==> src/rtl/gpc_pkg.sv <==
package gpc_pkg;

  // ----------------------------------------------------------------
  // Register map
  // ----------------------------------------------------------------
  localparam logic [3:0] GPC_OFS_PORT_C_LATCH = 4'h2;
  localparam logic [3:0] GPC_OFS_PORT_D_LATCH = 4'h3;
  localparam logic [3:0] GPC_OFS_PORT_C_DIR   = 4'h6;
  localparam logic [3:0] GPC_OFS_PORT_D_DIR   = 4'h7;
  localparam logic [3:0] GPC_OFS_PORT_E_LATCH = 4'h8;
  localparam logic [3:0] GPC_OFS_PORT_E_DIR   = 4'hC;

  // ----------------------------------------------------------------
  // Field positions and reset values
  // ----------------------------------------------------------------
  localparam int         GPC_CLK_OUT_BIT  = 7;
  localparam int         GPC_CLK_OUT_PIN  = 2;
  localparam int         GPC_TA_CLK_PIN   = 6;
  localparam int         GPC_TB_CLK_PIN   = 4;
  localparam logic [7:0] GPC_DIR_RESET    = 8'h00;
  localparam logic [7:0] GPC_PORT_C_MASK  = 8'h3F;
  localparam logic [7:0] GPC_PORT_C_DIRECTION_RD_MASK = 8'hBF;
  localparam logic [4:0] GPC_CONV_D_FIRST = 5'h08;
  localparam logic [4:0] GPC_CONV_D_LAST  = 5'h0E;
  localparam logic [2:0] GPC_PS_EXT_CLK   = 3'h7;
  localparam logic [1:0] GPC_SYNC_RESET   = 2'h0;

  // Peripheral control inputs that decide pin ownership
  typedef struct packed {
    logic [4:0] conv_sel;
    logic [2:0] ta_prescale;
    logic [2:0] tb_prescale;
    logic [1:0] ta_ch0_els;
    logic [1:0] ta_ch1_els;
    logic       spi_en;
    logic       spi_master;
    logic       mode_fault_en;
    logic       sci_en;
  } gpc_ctrl_s;

  // Peripheral-side outputs onto port E
  typedef struct packed {
    logic       spi_clk_out;
    logic       spi_mosi_out;
    logic       spi_miso_out;
    logic [1:0] ta_ch_out;
    logic [1:0] ta_ch_oe;
    logic       sci_txd;
  } gpc_periph_s;

endpackage

==> src/rtl/gpc_ports.sv <==
// Decided for this implementation: the plain strobed port.
`timescale 1ns/1ps
// Overview of operation
// - Port C latches writable, untouched by reset
// - Clock-out enable drives system clock on C2
// - Clock-out overrides port C pin 2 direction
// - Clock-out enable read/write, cleared by reset
// - Direction one drives pin, zero inputs
// - Reset clears whole port C direction
// - Port C read: latch if output, pin otherwise
// - Latch writes always land, input pins unaffected
// - Port D read: latch if output, pin otherwise
// - Reset clears port D direction
// - Converter-selected D input bits read zero
// - Timer-owned D pins ignore direction for drive
// - Timer clock select removes D6/D4 direction
// - E7..E5 belong to SPI when enabled
// - E4 slave select unless disabled or master-nofault
// - SPI slave: E4 direction ignored
// - Peripheral-owned E pins: direction only selects read
// - Edge/level select gives E3/E2 to timer
// - E1/E0 belong to SCI when enabled
// - Port E read: latch if output, pin otherwise
// - Reset clears port E direction
module gpc_ports
  import gpc_pkg::*;
(
  input  wire logic        i_clk,
  input  wire logic        i_reset,
  input  wire logic [3:0]  i_addr,
  input  wire logic [7:0]  i_wdata,
  input  wire logic        i_wr,
  input  wire logic        i_rd,
  output logic      [7:0]  o_rdata,
  input  wire gpc_ctrl_s   i_ctrl,
  input  wire gpc_periph_s i_periph,
  input  wire logic [5:0]  i_pc_pin,
  output logic      [5:0]  o_pc_out,
  output logic      [5:0]  o_pc_oe,
  input  wire logic [7:0]  i_pd_pin,
  output logic      [7:0]  o_pd_out,
  output logic      [7:0]  o_pd_oe,
  input  wire logic [7:0]  i_pe_pin,
  output logic      [7:0]  o_pe_out,
  output logic      [7:0]  o_pe_oe,
  output logic      [7:0]  o_pe_pin_sync
);

  // ----------------------------------------------------------------
  // Registers
  // ----------------------------------------------------------------
  logic [5:0] pc_latch_q;
  logic [7:0] pd_latch_q;
  logic [7:0] pe_latch_q;
  logic [5:0] pc_dir_q;
  logic       clk_out_en_q;
  logic [7:0] pd_dir_q;
  logic [7:0] pe_dir_q;
  logic [7:0] rdata_q;
  logic [7:0] rdata_d;
  logic [21:0] s1_q;
  logic [21:0] s2_q;
  logic [21:0] s3_q;
  logic [21:0] pin_q;

  // ----------------------------------------------------------------
  // Decode
  // ----------------------------------------------------------------
  wire wr_pc  = i_wr && (i_addr == GPC_OFS_PORT_C_LATCH);
  wire wr_pd  = i_wr && (i_addr == GPC_OFS_PORT_D_LATCH);
  wire wr_pe  = i_wr && (i_addr == GPC_OFS_PORT_E_LATCH);
  wire wr_pcd = i_wr && (i_addr == GPC_OFS_PORT_C_DIR);
  wire wr_pdd = i_wr && (i_addr == GPC_OFS_PORT_D_DIR);
  wire wr_ped = i_wr && (i_addr == GPC_OFS_PORT_E_DIR);

  // Data latches: no reset, writes land whatever the direction
  always_ff @(posedge i_clk) begin
    if (wr_pc) pc_latch_q <= i_wdata[5:0];
    if (wr_pd) pd_latch_q <= i_wdata;
    if (wr_pe) pe_latch_q <= i_wdata;
  end

  // Direction registers, cleared by reset
  always_ff @(posedge i_clk) begin
    if (i_reset) begin
      pc_dir_q     <= GPC_DIR_RESET[5:0];
      clk_out_en_q <= 1'b0;
      pd_dir_q     <= GPC_DIR_RESET;
      pe_dir_q     <= GPC_DIR_RESET;
    end else begin
      if (wr_pcd) begin
        pc_dir_q     <= i_wdata[5:0];
        clk_out_en_q <= i_wdata[GPC_CLK_OUT_BIT];
      end
      if (wr_pdd) pd_dir_q <= i_wdata;
      if (wr_ped) pe_dir_q <= i_wdata;
    end
  end

  // ----------------------------------------------------------------
  // Pin synchronisers: change accepted when stages two and three agree
  // ----------------------------------------------------------------
  wire [21:0] pins_raw = {i_pe_pin, i_pd_pin, i_pc_pin};

  always_ff @(posedge i_clk) begin
    if (i_reset) begin
      s1_q  <= '0;
      s2_q  <= '0;
      s3_q  <= '0;
      pin_q <= '0;
    end else begin
      s1_q  <= pins_raw;
      s2_q  <= s1_q;
      s3_q  <= s2_q;
      pin_q <= (s2_q & s3_q) | (pin_q & (s2_q | s3_q));
    end
  end

  wire [5:0] pc_pin_s = pin_q[5:0];
  wire [7:0] pd_pin_s = pin_q[13:6];
  wire [7:0] pe_pin_s = pin_q[21:14];
  assign o_pe_pin_sync = pe_pin_s;

  // ----------------------------------------------------------------
  // Port C drive
  // ----------------------------------------------------------------
  logic [5:0] pc_oe_gpio;
  always_comb begin
    pc_oe_gpio = pc_dir_q;
    if (clk_out_en_q) pc_oe_gpio[GPC_CLK_OUT_PIN] = 1'b1;
  end

  logic [5:0] pc_out_mux;
  always_comb begin
    pc_out_mux = pc_latch_q;
    if (clk_out_en_q) pc_out_mux[GPC_CLK_OUT_PIN] = i_clk;
  end
  assign o_pc_out = pc_out_mux;
  assign o_pc_oe  = pc_oe_gpio;

  // ----------------------------------------------------------------
  // Port D ownership and drive
  // ----------------------------------------------------------------
  wire ta_ext = (i_ctrl.ta_prescale == GPC_PS_EXT_CLK);
  wire tb_ext = (i_ctrl.tb_prescale == GPC_PS_EXT_CLK);

  // Converter channel select to port D bit (channels 8..14 on D0..D6)
  function automatic logic [7:0] conv_bits(input logic [4:0] sel);
    logic [7:0] m;
    m = 8'h00;
    if (sel >= GPC_CONV_D_FIRST && sel <= GPC_CONV_D_LAST)
      m[3'(sel - GPC_CONV_D_FIRST)] = 1'b1;
    return m;
  endfunction

  wire [7:0] pd_conv = conv_bits(i_ctrl.conv_sel);
  logic [7:0] pd_owned;
  always_comb begin
    pd_owned = pd_conv;
    pd_owned[GPC_TA_CLK_PIN] = pd_owned[GPC_TA_CLK_PIN] | ta_ext;
    pd_owned[GPC_TB_CLK_PIN] = pd_owned[GPC_TB_CLK_PIN] | tb_ext;
  end
  assign o_pd_out = pd_latch_q;
  assign o_pd_oe  = pd_dir_q & ~pd_owned;

  // ----------------------------------------------------------------
  // Port E ownership and drive
  // ----------------------------------------------------------------
  wire spi_on    = i_ctrl.spi_en;
  wire ss_active = spi_on && !(i_ctrl.spi_master && !i_ctrl.mode_fault_en);
  wire ta0_on    = (i_ctrl.ta_ch0_els != 2'h0);
  wire ta1_on    = (i_ctrl.ta_ch1_els != 2'h0);
  wire sci_on    = i_ctrl.sci_en;

  logic [7:0] pe_owned;
  logic [7:0] pe_p_oe;
  logic [7:0] pe_p_out;
  always_comb begin
    pe_owned = {spi_on, spi_on, spi_on, ss_active, ta1_on, ta0_on, sci_on, sci_on};
    pe_p_oe  = 8'h00;
    pe_p_out = 8'h00;
    // SPI: master drives clock and MOSI, slave drives MISO
    pe_p_oe[7]  = spi_on && i_ctrl.spi_master;
    pe_p_oe[6]  = spi_on && i_ctrl.spi_master;
    pe_p_oe[5]  = spi_on && !i_ctrl.spi_master;
    pe_p_out[7] = i_periph.spi_clk_out;
    pe_p_out[6] = i_periph.spi_mosi_out;
    pe_p_out[5] = i_periph.spi_miso_out;
    // Slave select is always an input while owned
    pe_p_oe[4]  = 1'b0;
    pe_p_oe[3]  = ta1_on && i_periph.ta_ch_oe[1];
    pe_p_oe[2]  = ta0_on && i_periph.ta_ch_oe[0];
    pe_p_out[3:2] = i_periph.ta_ch_out;
    pe_p_oe[0]  = sci_on;
    pe_p_out[0] = i_periph.sci_txd;
  end
  assign o_pe_oe  = (pe_dir_q & ~pe_owned) | (pe_p_oe & pe_owned);
  assign o_pe_out = (pe_latch_q & ~pe_owned) | (pe_p_out & pe_owned);

  // ----------------------------------------------------------------
  // Read multiplexer
  // ----------------------------------------------------------------
  function automatic logic [7:0] port_read(input logic [7:0] dir, input logic [7:0] lat,
                                           input logic [7:0] pin);
    return (dir & lat) | (~dir & pin);
  endfunction

  wire [7:0] pc_rd = port_read({2'h0, pc_dir_q}, {2'h0, pc_latch_q}, {2'h0, pc_pin_s});
  wire [7:0] pd_rd = port_read(pd_dir_q, pd_latch_q, pd_pin_s & ~pd_conv);
  wire [7:0] pe_rd = port_read(pe_dir_q, pe_latch_q, pe_pin_s);

  always_comb begin
    unique case (i_addr)
      GPC_OFS_PORT_C_LATCH: rdata_d = pc_rd & GPC_PORT_C_MASK;
      GPC_OFS_PORT_D_LATCH: rdata_d = pd_rd;
      GPC_OFS_PORT_C_DIR:   rdata_d = {clk_out_en_q, 1'b0, pc_dir_q} & GPC_PORT_C_DIRECTION_RD_MASK;
      GPC_OFS_PORT_D_DIR:   rdata_d = pd_dir_q;
      GPC_OFS_PORT_E_LATCH: rdata_d = pe_rd;
      GPC_OFS_PORT_E_DIR:   rdata_d = pe_dir_q;
      default:              rdata_d = 8'h00;
    endcase
  end

  // Read data valid only in the cycle after the strobe
  always_ff @(posedge i_clk) begin
    if (i_reset) rdata_q <= 8'h00;
    else         rdata_q <= i_rd ? rdata_d : 8'h00;
  end
  assign o_rdata = rdata_q;

  // Converter-owned port D inputs, a named net so that $past sees a signal
  wire [7:0] pd_conv_in = pd_conv & ~pd_dir_q;
endmodule

==> config.mk <==
export PLATFORM = sky130hd
export DESIGN_NAME = gpc_ports
export DESIGN_NICKNAME = d
export VERILOG_FILES = /design/src/rtl/gpc_pkg.sv /design/src/rtl/gpc_ports.sv
export SDC_FILE = /design/constraint.sdc
export NUM_CORES = 1
export LEC_CHECK = 0
export ABC_AREA = 0
export BUFFER_PORTS_ARGS = -buffer_cell sky130_fd_sc_hd__buf_2
export CAP_MARGIN = 10
export CORE_MARGIN = 10
export CORE_UTILIZATION = 45
export DETAILED_ROUTE_END_ITERATION = 6
export PLACE_DENSITY = 0.69
export SYNTH_ARGS = -nofsm -noshare
export SYNTH_HDL_FRONTEND = slang
export SYNTH_SLANG_ARGS = --single-unit
==> constraint.sdc <==
create_clock -name i_clk -period 2.18 [get_ports i_clk]
set_clock_uncertainty 0.05 [all_clocks]
set_input_delay 0.327 -clock i_clk [delete_from_list [all_inputs] [get_ports i_clk]]
set_output_delay 0.327 -clock i_clk [all_outputs]
set_load 0.005 [all_outputs]
-- Yosys cells after proc, flatten, opt, wreduce, memory -nomap -nowiden
Cells that the tools add are included.
- add/subtract/negate cells: 1
- order comparisons: 4
- eq/ne operators: 8
- muxes and demuxes: 6
- bitwise gates (word level): 30
- reductions and logical operators: 20
- operators with widths (kind ; count):
    $and 8x8->8 ; 10
    $pmux 8 s6 ; 1
    $and 22x22->22 ; 2
    $or 22x22->22 ; 2
    $not 8->8 ; 5
    $or 8x8->8 ; 4
    $logic_and 1x1->1 ; 14
    $and 6x6->6 ; 2
    $eq 4x2->1 const B ; 2
    $eq 4x3->1 const B ; 2
    $eq 4x4->1 const B ; 2
    $mux 8 ; 1
    $eq 3x3->1 const B ; 2
    $not 6->6 ; 1
    $or 6x6->6 ; 1
    $ge 5x4->1 const B ; 1
    $le 5x4->1 const B ; 1
    $lt 3x4->1 const B ; 1
    $reduce_bool 2->1 ; 2
    $demux 1 s3 ; 1
    $ge 3x1->1 const B ; 1
    $logic_not 1->1 ; 3
    $mux 1 ; 3
    $sub 3x1->3 const B ; 1
    other kinds (3) ; 4
- register bits: 141
- input bits: 65
- output and inout bits: 60
- word-level logic and storage cells: 81

-- Longest topological paths before layout
Gate-level depths: netlist of run 1.
- word-level depth: 11
- mapped depth: 6
- depth with buffers taken out: 4

==> results of run 1 <==
[where the power goes]
group          total, W  leakage, nW  internal, W  switching (W)
combinational  0.000301         1.28     0.000155       0.000146
clock           0.00309        0.340      0.00202        0.00107
sequential      0.00274         1.17      0.00271      0.0000298
[cells in the mapped netlist, drive strengths merged]
master	instances
a31oi	7
or3b	2
inv	5
nand2b	11
nand4	2
o311ai	1
o211ai	1
o21ai	48
a32oi	1
edfxtp	22
a21oi	29
dfxtp	119
and2	9
mux2i	28
and3b	3
mux2	11
nand3	8
a22o	1
nor3b	5
nor2	33
a41oi	1
buf	25
and4	1
or2	2
a221oi	4
or4b	1
nand2	27
o21a	1
nor2b	73
a21boi	6
and3	4
nand3b	1
clkbuf	16
[critical path, cell delays in order]
cell       delay, ps
clkbuf_16        120
clkbuf_16        120
mux2_2           270
buf_2            130
[registers in the layout (all words and copies together) (netlist names)]
register and flops:
pin_q 22, s1_q 22, s2_q 22, s3_q 22, o_pd_out 8, o_rdata 8, pd_dir_q 8, pe_dir_q 8
pe_latch_q 8, pc_dir_q 6, pc_latch_q 6, clk_out_en_q 1
[worst min path at each step]
stage	end	start	slack (ps)	cells after the start
CTS	pe_latch_q[7]$_DFFE_PP_	i_wdata[7]	20	1
floorplan	s2_q[0]$_SDFF_PP0_	s1_q[0]$_SDFF_PP0_	360	1
finish	o_pd_out[3]$_DFFE_PP_	i_wdata[3]	50	1
global placement	s2_q[9]$_SDFF_PP0_	s1_q[9]$_SDFF_PP0_	370	1
detailed placement	s2_q[20]$_SDFF_PP0_	s1_q[20]$_SDFF_PP0_	370	1
global route	pe_latch_q[7]$_DFFE_PP_	i_wdata[7]	30	1
[timing repair]
| action | CTS | global route |
|---|---|---|
| endpoints found under the hold margin | 24 | 0 |
| hold buffers | 23 | 0 |
| endpoints found under the setup margin | 0 | 0 |
| buffers inserted | 0 | 0 |
[routing by layer]
metal / up-vias / track usage [%]
met5: - / 0
met4: 0 / 6.02
met3: 22 / 6.69
met2: 152 / 27.1
met1: 1877 / 18.1
li1: 1992 / -
[cells in the final DEF, fill, tap and decap left out, types with 23 or more instances in the layout]
cell / synthesis / final
a21oi_1: 29 / 29
nand2_1: 27 / 27
mux2i_1: 28 / 28
o21ai_0: 47 / 47
dlygate4sd3_1: 0 / 23
nor2b_1: 73 / 73
buf_2: 4 / 123
nor2_1: 33 / 33
dfxtp_1: 119 / 119
[stage by stage]
stage,setup slack (ps),instances,hold WS (ps)
after floorplan,405,508,364
after global placement,357,742,368
after detailed placement,346,742,372
after CTS,50.5,799,20.2
after global routing,46.5,799,31.0
final,64.7,799,46.5
[final cells by class]
type	instances	area (sq um)	area share [%]
Clock inverter	8	78.8	1.15
Clock buffer	27	601	8.77
Multi-Input combinational cell	321	2000	29.3
Timing Repair Buffer	154	921	13.5
Sequential cell	141	3040	44.5
Tap cell	143	179	2.61
Inverter	5	18.8	0.274
[kinds of logic (layout without fill, tap and decap cells)]
group / after synthesis / in the layout / share of synthesized area, %
simple gates: 182 / 182 / 19.5
flops: 141 / 141 / 57.4
compound gates: 100 / 100 / 10.7
buf+inv: 46 / 194 / 4.77
mux: 39 / 39 / 7.63
==> results.md, run 1 <==
* Area Growth Syn to Fin at 29.2%
* Routed WL per cell at 16.8 um
* Met1 WL at 5370 um
* Initial core utilization at 46.2%
* Total power at 0.00613 W
* Setup violators final at 0
* Hold WC Path Type: primary input to register
* Top layer in use: met4
* Post-route DRC at 0
* R2R depth at 4
* Rel. slew slack at 61.0%
* Die H at 129 um
* WS Path Type: clock port to primary output
* Area leader, netlist: dfxtp_1
* Buffers on Ports at 124
* Core Footprint at 11500 sq um
* Total grt overflow at 0
* Cell Area, Synth at 5300 sq um
* Register bit total from synthesis at 141
* Syn Nets at 573
* Post-layout net count at 709
* Clk_lat worst skew at 510 ps
* Final core utilization at 59.7%
* Largest net degree at the start of global routing at 112
* Critical path launch point: i_clk
* Top cells by area, synth: dfxtp_1 (45%), edfxtp_1 (12%), nor2b_1 (8.6%)
* Cell count after synthesis at 508
* Clk slew on worst S/H paths at 60 ps
* Final wirelength at 13400 um
* Yosys warnings at 0
* FF-to-FF setup slack at 690 ps
* Critical Path RT at 1800 ps
* Resized Gates After CTS at 0
* Initial DRC count at 245
* Row count at 39
* RD Place Congestion at 0.925
* Met3 WL at 1260 um
* Peak VDD IR at 0.467 mV
* Initial antenna violation count at 0
* Slew Viols, Final at 0
* Fin area at 6850 sq um
* Final hold vios at 0
* Setup TNS at 0 ps
* Crit-path max FO at 2
* MaxCap Viol Count at 0
* R2r startpoint: pc_dir_q[5]$_SDFFE_PP0P_
* CTS tree: built
* End of the critical path: o_pc_out[2]
* Avg Cell Area, Syn at 10.4 sq um
* DP HPWL at 9820 um
* Vias in the first global route at 4125
* PwrDens at 896 nW/um^2
* Die area at 16500 sq um
* CP endpoint kind: primary output
* Io pins at 125
* Status: completed
* ANT cells at 0
* DRT antenna net count at 0
* RR Endpoint: o_rdata[5]$_SDFF_PP0_
* Worst slew pin tran at 581 ps
* Part of the Yosys area used for sequential elements at 57.4%
* Met2 wire length at 6530 um
* Total GRT Usage at 16.2%
* Vias per cell at 5.06
* Share of the synthesized area in the top cell type at 44.9%
* Pre-antenna DRT Iters at 5
* Leak pwr at 2.79 nW
* CP Launch Type: clock port
* Worst endpoint data arrival time at 1740 ps
* Filler Cell Count at 951
* Placed cell areas at 5940 sq um
* Layout cells sized above 1 at 28.0%
* Die Width at 129 um
* Via count at 4043
* RSZ-0062 raised after global routing: no
* First-pass GRT wire length at 21200 um
* Netlist cell types at 39
No activity file was read; power rests on OpenSTA's default activity.
==> inputs of run 2 (changes only) <==
--- a/config.mk
+++ b/config.mk
@@ -8,7 +8,6 @@
 export ABC_AREA = 0
 export BUFFER_PORTS_ARGS = -buffer_cell sky130_fd_sc_hd__buf_2
 export CAP_MARGIN = 10
-export CORE_MARGIN = 10
 export CORE_UTILIZATION = 45
 export DETAILED_ROUTE_END_ITERATION = 6
 export PLACE_DENSITY = 0.69
==> run 2 against run 1 <==
  * Worst hold slack got worse by 24 ps
  * Non-clock buffer count increased by 1
  * Register-to-register slack got worse by 20 ps
  * First-iteration DRC count decreased by 18%
  * Critical path type unchanged
  * Critical endpoint unchanged
  * Largest cell class unchanged
  * Largest power group unchanged
==> results.md, run 2 (same netlist as run 1, synthesis figures left out) <==
* Hold WC Path Type: primary input to register
* Initial core utilization at 46.2% (unchanged)
* Die H at 111 um (-14%)
* Final hold vios at 0 (unchanged)
* RD Place Congestion at 0.907 (-2.0%)
* Crit-path cells: clkbuf_16, clkbuf_16, mux2_2, buf_2
* Most frequent cells in the layout: buf_2 (123), dfxtp_1 (119), nor2b_1 (73), o21ai_0 (47), nor2_1 (33)
* Post-route DRC at 0 (unchanged)
* WS Path Type: clock port to primary output
* Clk_lat worst skew at 520 ps (about the same)
* Worst endpoint data arrival time at 1730 ps (about the same)
* CP Launch Type: clock port
* Largest net degree at the start of global routing at 112 (unchanged)
* Finished Layout Cells at 799 (unchanged)
* CP peak stage delay at 260 ps (about the same)
* Core Footprint at 11500 sq um (unchanged)
* Slew Viols, Final at 0 (unchanged)
* Peak VDD IR at 0.564 mV (+21%)
* Crit-path max FO at 2 (unchanged)
* Setup violators final at 0 (unchanged)
* Most used cell, CP: clkbuf_16
* Io pins at 125 (unchanged)
* Post-layout net count at 710 (+0.14%)
* Area Growth Syn to Fin at 29.2% (unchanged)
* DRT antenna net count at 0 (unchanged)
* Filler Cell Count at 957 (+0.63%)
* Row count at 39 (unchanged)
* Die area at 12200 sq um (-26%)
* Clk slew on worst S/H paths at 60 ps (about the same)
* Hold_buf cts at 23 (unchanged)
* Die Width at 111 um (-14%)
* MaxCap Viol Count at 0 (unchanged)
* Final wirelength at 12100 um (-9.6%)
* CP endpoint kind: primary output
* Initial antenna violation count at 0 (unchanged)
* First-pass GRT wire length at 19400 um (-8.2%)
* Worst slew pin tran at 688 ps (+107 ps)
* Area occupied by multi-input gates at 2000 sq um (unchanged)
* Placed cell count at 743 (+0.13%)
* Setup TNS at 0 ps (unchanged)
* Critical Path RT at 1800 ps (about the same)
* Status: completed
* Vias per cell at 5.03 (-0.69%)
* Total grt overflow at 0 (unchanged)
* Leak pwr at 2.79 nW (about the same)
* Crit-path slowest cell: mux2_2
* Total GRT Usage at 20.5% (+4.3 points)
* Commonest non-fill, non-tap cell in the layout: buf_2
* Seq. cell area at 3040 sq um (unchanged)
* Rel. slew slack at 53.8% (-7.2 points)
* ANT cells at 0 (unchanged)
* Buffers on Ports at 124 (unchanged)
* Pre-antenna DRT Iters at 4 (-1)
* DP HPWL at 8630 um (-12%)
* Via count at 4015 (-0.69%)
* Routed WL per cell at 15.2 um (-9.6%)
* Layout cells sized above 1 at 28.0% (unchanged)
* Vias in the first global route at 3888 (-5.7%)
* Resized Gates After CTS at 0 (unchanged)
* CTS tree: built
* Initial DRC count at 200 (-18%)
* RSZ-0062 raised after global routing: no
* PwrDens at 891 nW/um^2 (-0.47%)
* Post-CTS Setup Inserts at 0 (unchanged)
[run 2: changes by cell type in the layout (fill, tap and decap cells not counted)]
cell	delta
clkbuf_16	+2
clkbuf_8	-2
buf_4	+1
bufinv_16	-1
clkinv_2	-1
clkinv_4	-1
clkinvlp_4	+1
inv_4	+1
[run 2: layout make-up]
| class | instances | area share [%] |
|---|---|---|
| Timing Repair Buffer | 155 | 13.6 |
| Sequential cell | 141 | 44.5 |
| Multi-Input combinational cell | 321 | 29.3 |
| Clock buffer | 27 | 9.10 |
| Inverter | 5 | 0.274 |
| Tap cell | 143 | 2.61 |
| Clock inverter | 7 | 0.713 |
[run 2: worst max-delay path, delay by kind of cell]
| kind | cells | cell delay [ps] |
|---|---|---|
| mux | 1 | 260 |
| buf+inv | 3 | 370 |
[run 2: power breakdown]
group | leakage (nW) | switching, W | internal, W
Clock | 0.332 | 0.00109 | 0.00198
Sequential | 1.17 | 0.0000304 | 0.00271
Combinational | 1.28 | 0.000143 | 0.000156
[run 2: final timing paths]
path,start,endpoint,slack [ps],cells past startpoint
hold / removal,i_wdata[7],pe_latch_q[7]$_DFFE_PP_,20,1
hold reg to reg,s1_q[4]$_SDFF_PP0_,s2_q[4]$_SDFF_PP0_,380,1
setup / recovery,i_clk,o_pc_out[2],70,4
setup reg to reg,pd_dir_q[7]$_SDFFE_PP0P_,o_rdata[7]$_SDFF_PP0_,670,4
[run 2: stage by stage]
stage / worst slack, ps / total power (W) / util, % / hold WS (ps) / instance area (sq um)
6_report: 74.3 / 0.00610 / 59.7 / 22.5 / 6850
5_1_grt: 50.1 / 0.00632 / 59.7 / 14.5 / 6850
3_3_place_gp: 357 / 0.00305 / 51.9 / 368 / 5950
4_1_cts: 64.7 / 0.00615 / 59.7 / 9.32 / 6850
2_1_floorplan: 405 / 0.00293 / - / 364 / 5300
3_5_place_dp: 352 / 0.00306 / 51.9 / 370 / 5950
[run 2: metal layers]
layer | GRT usage, % | part of all wire [%] | vias to the layer above | routed length [um]
met5 | 0 | 0 | - | 0
met4 | 8.44 | 2.2 | 0 | 269
met3 | 6.26 | 6.3 | 28 | 764
met2 | 33.1 | 48 | 141 | 5780
met1 | 25.4 | 44 | 1854 | 5310
li1 | - | - | 1992 | -
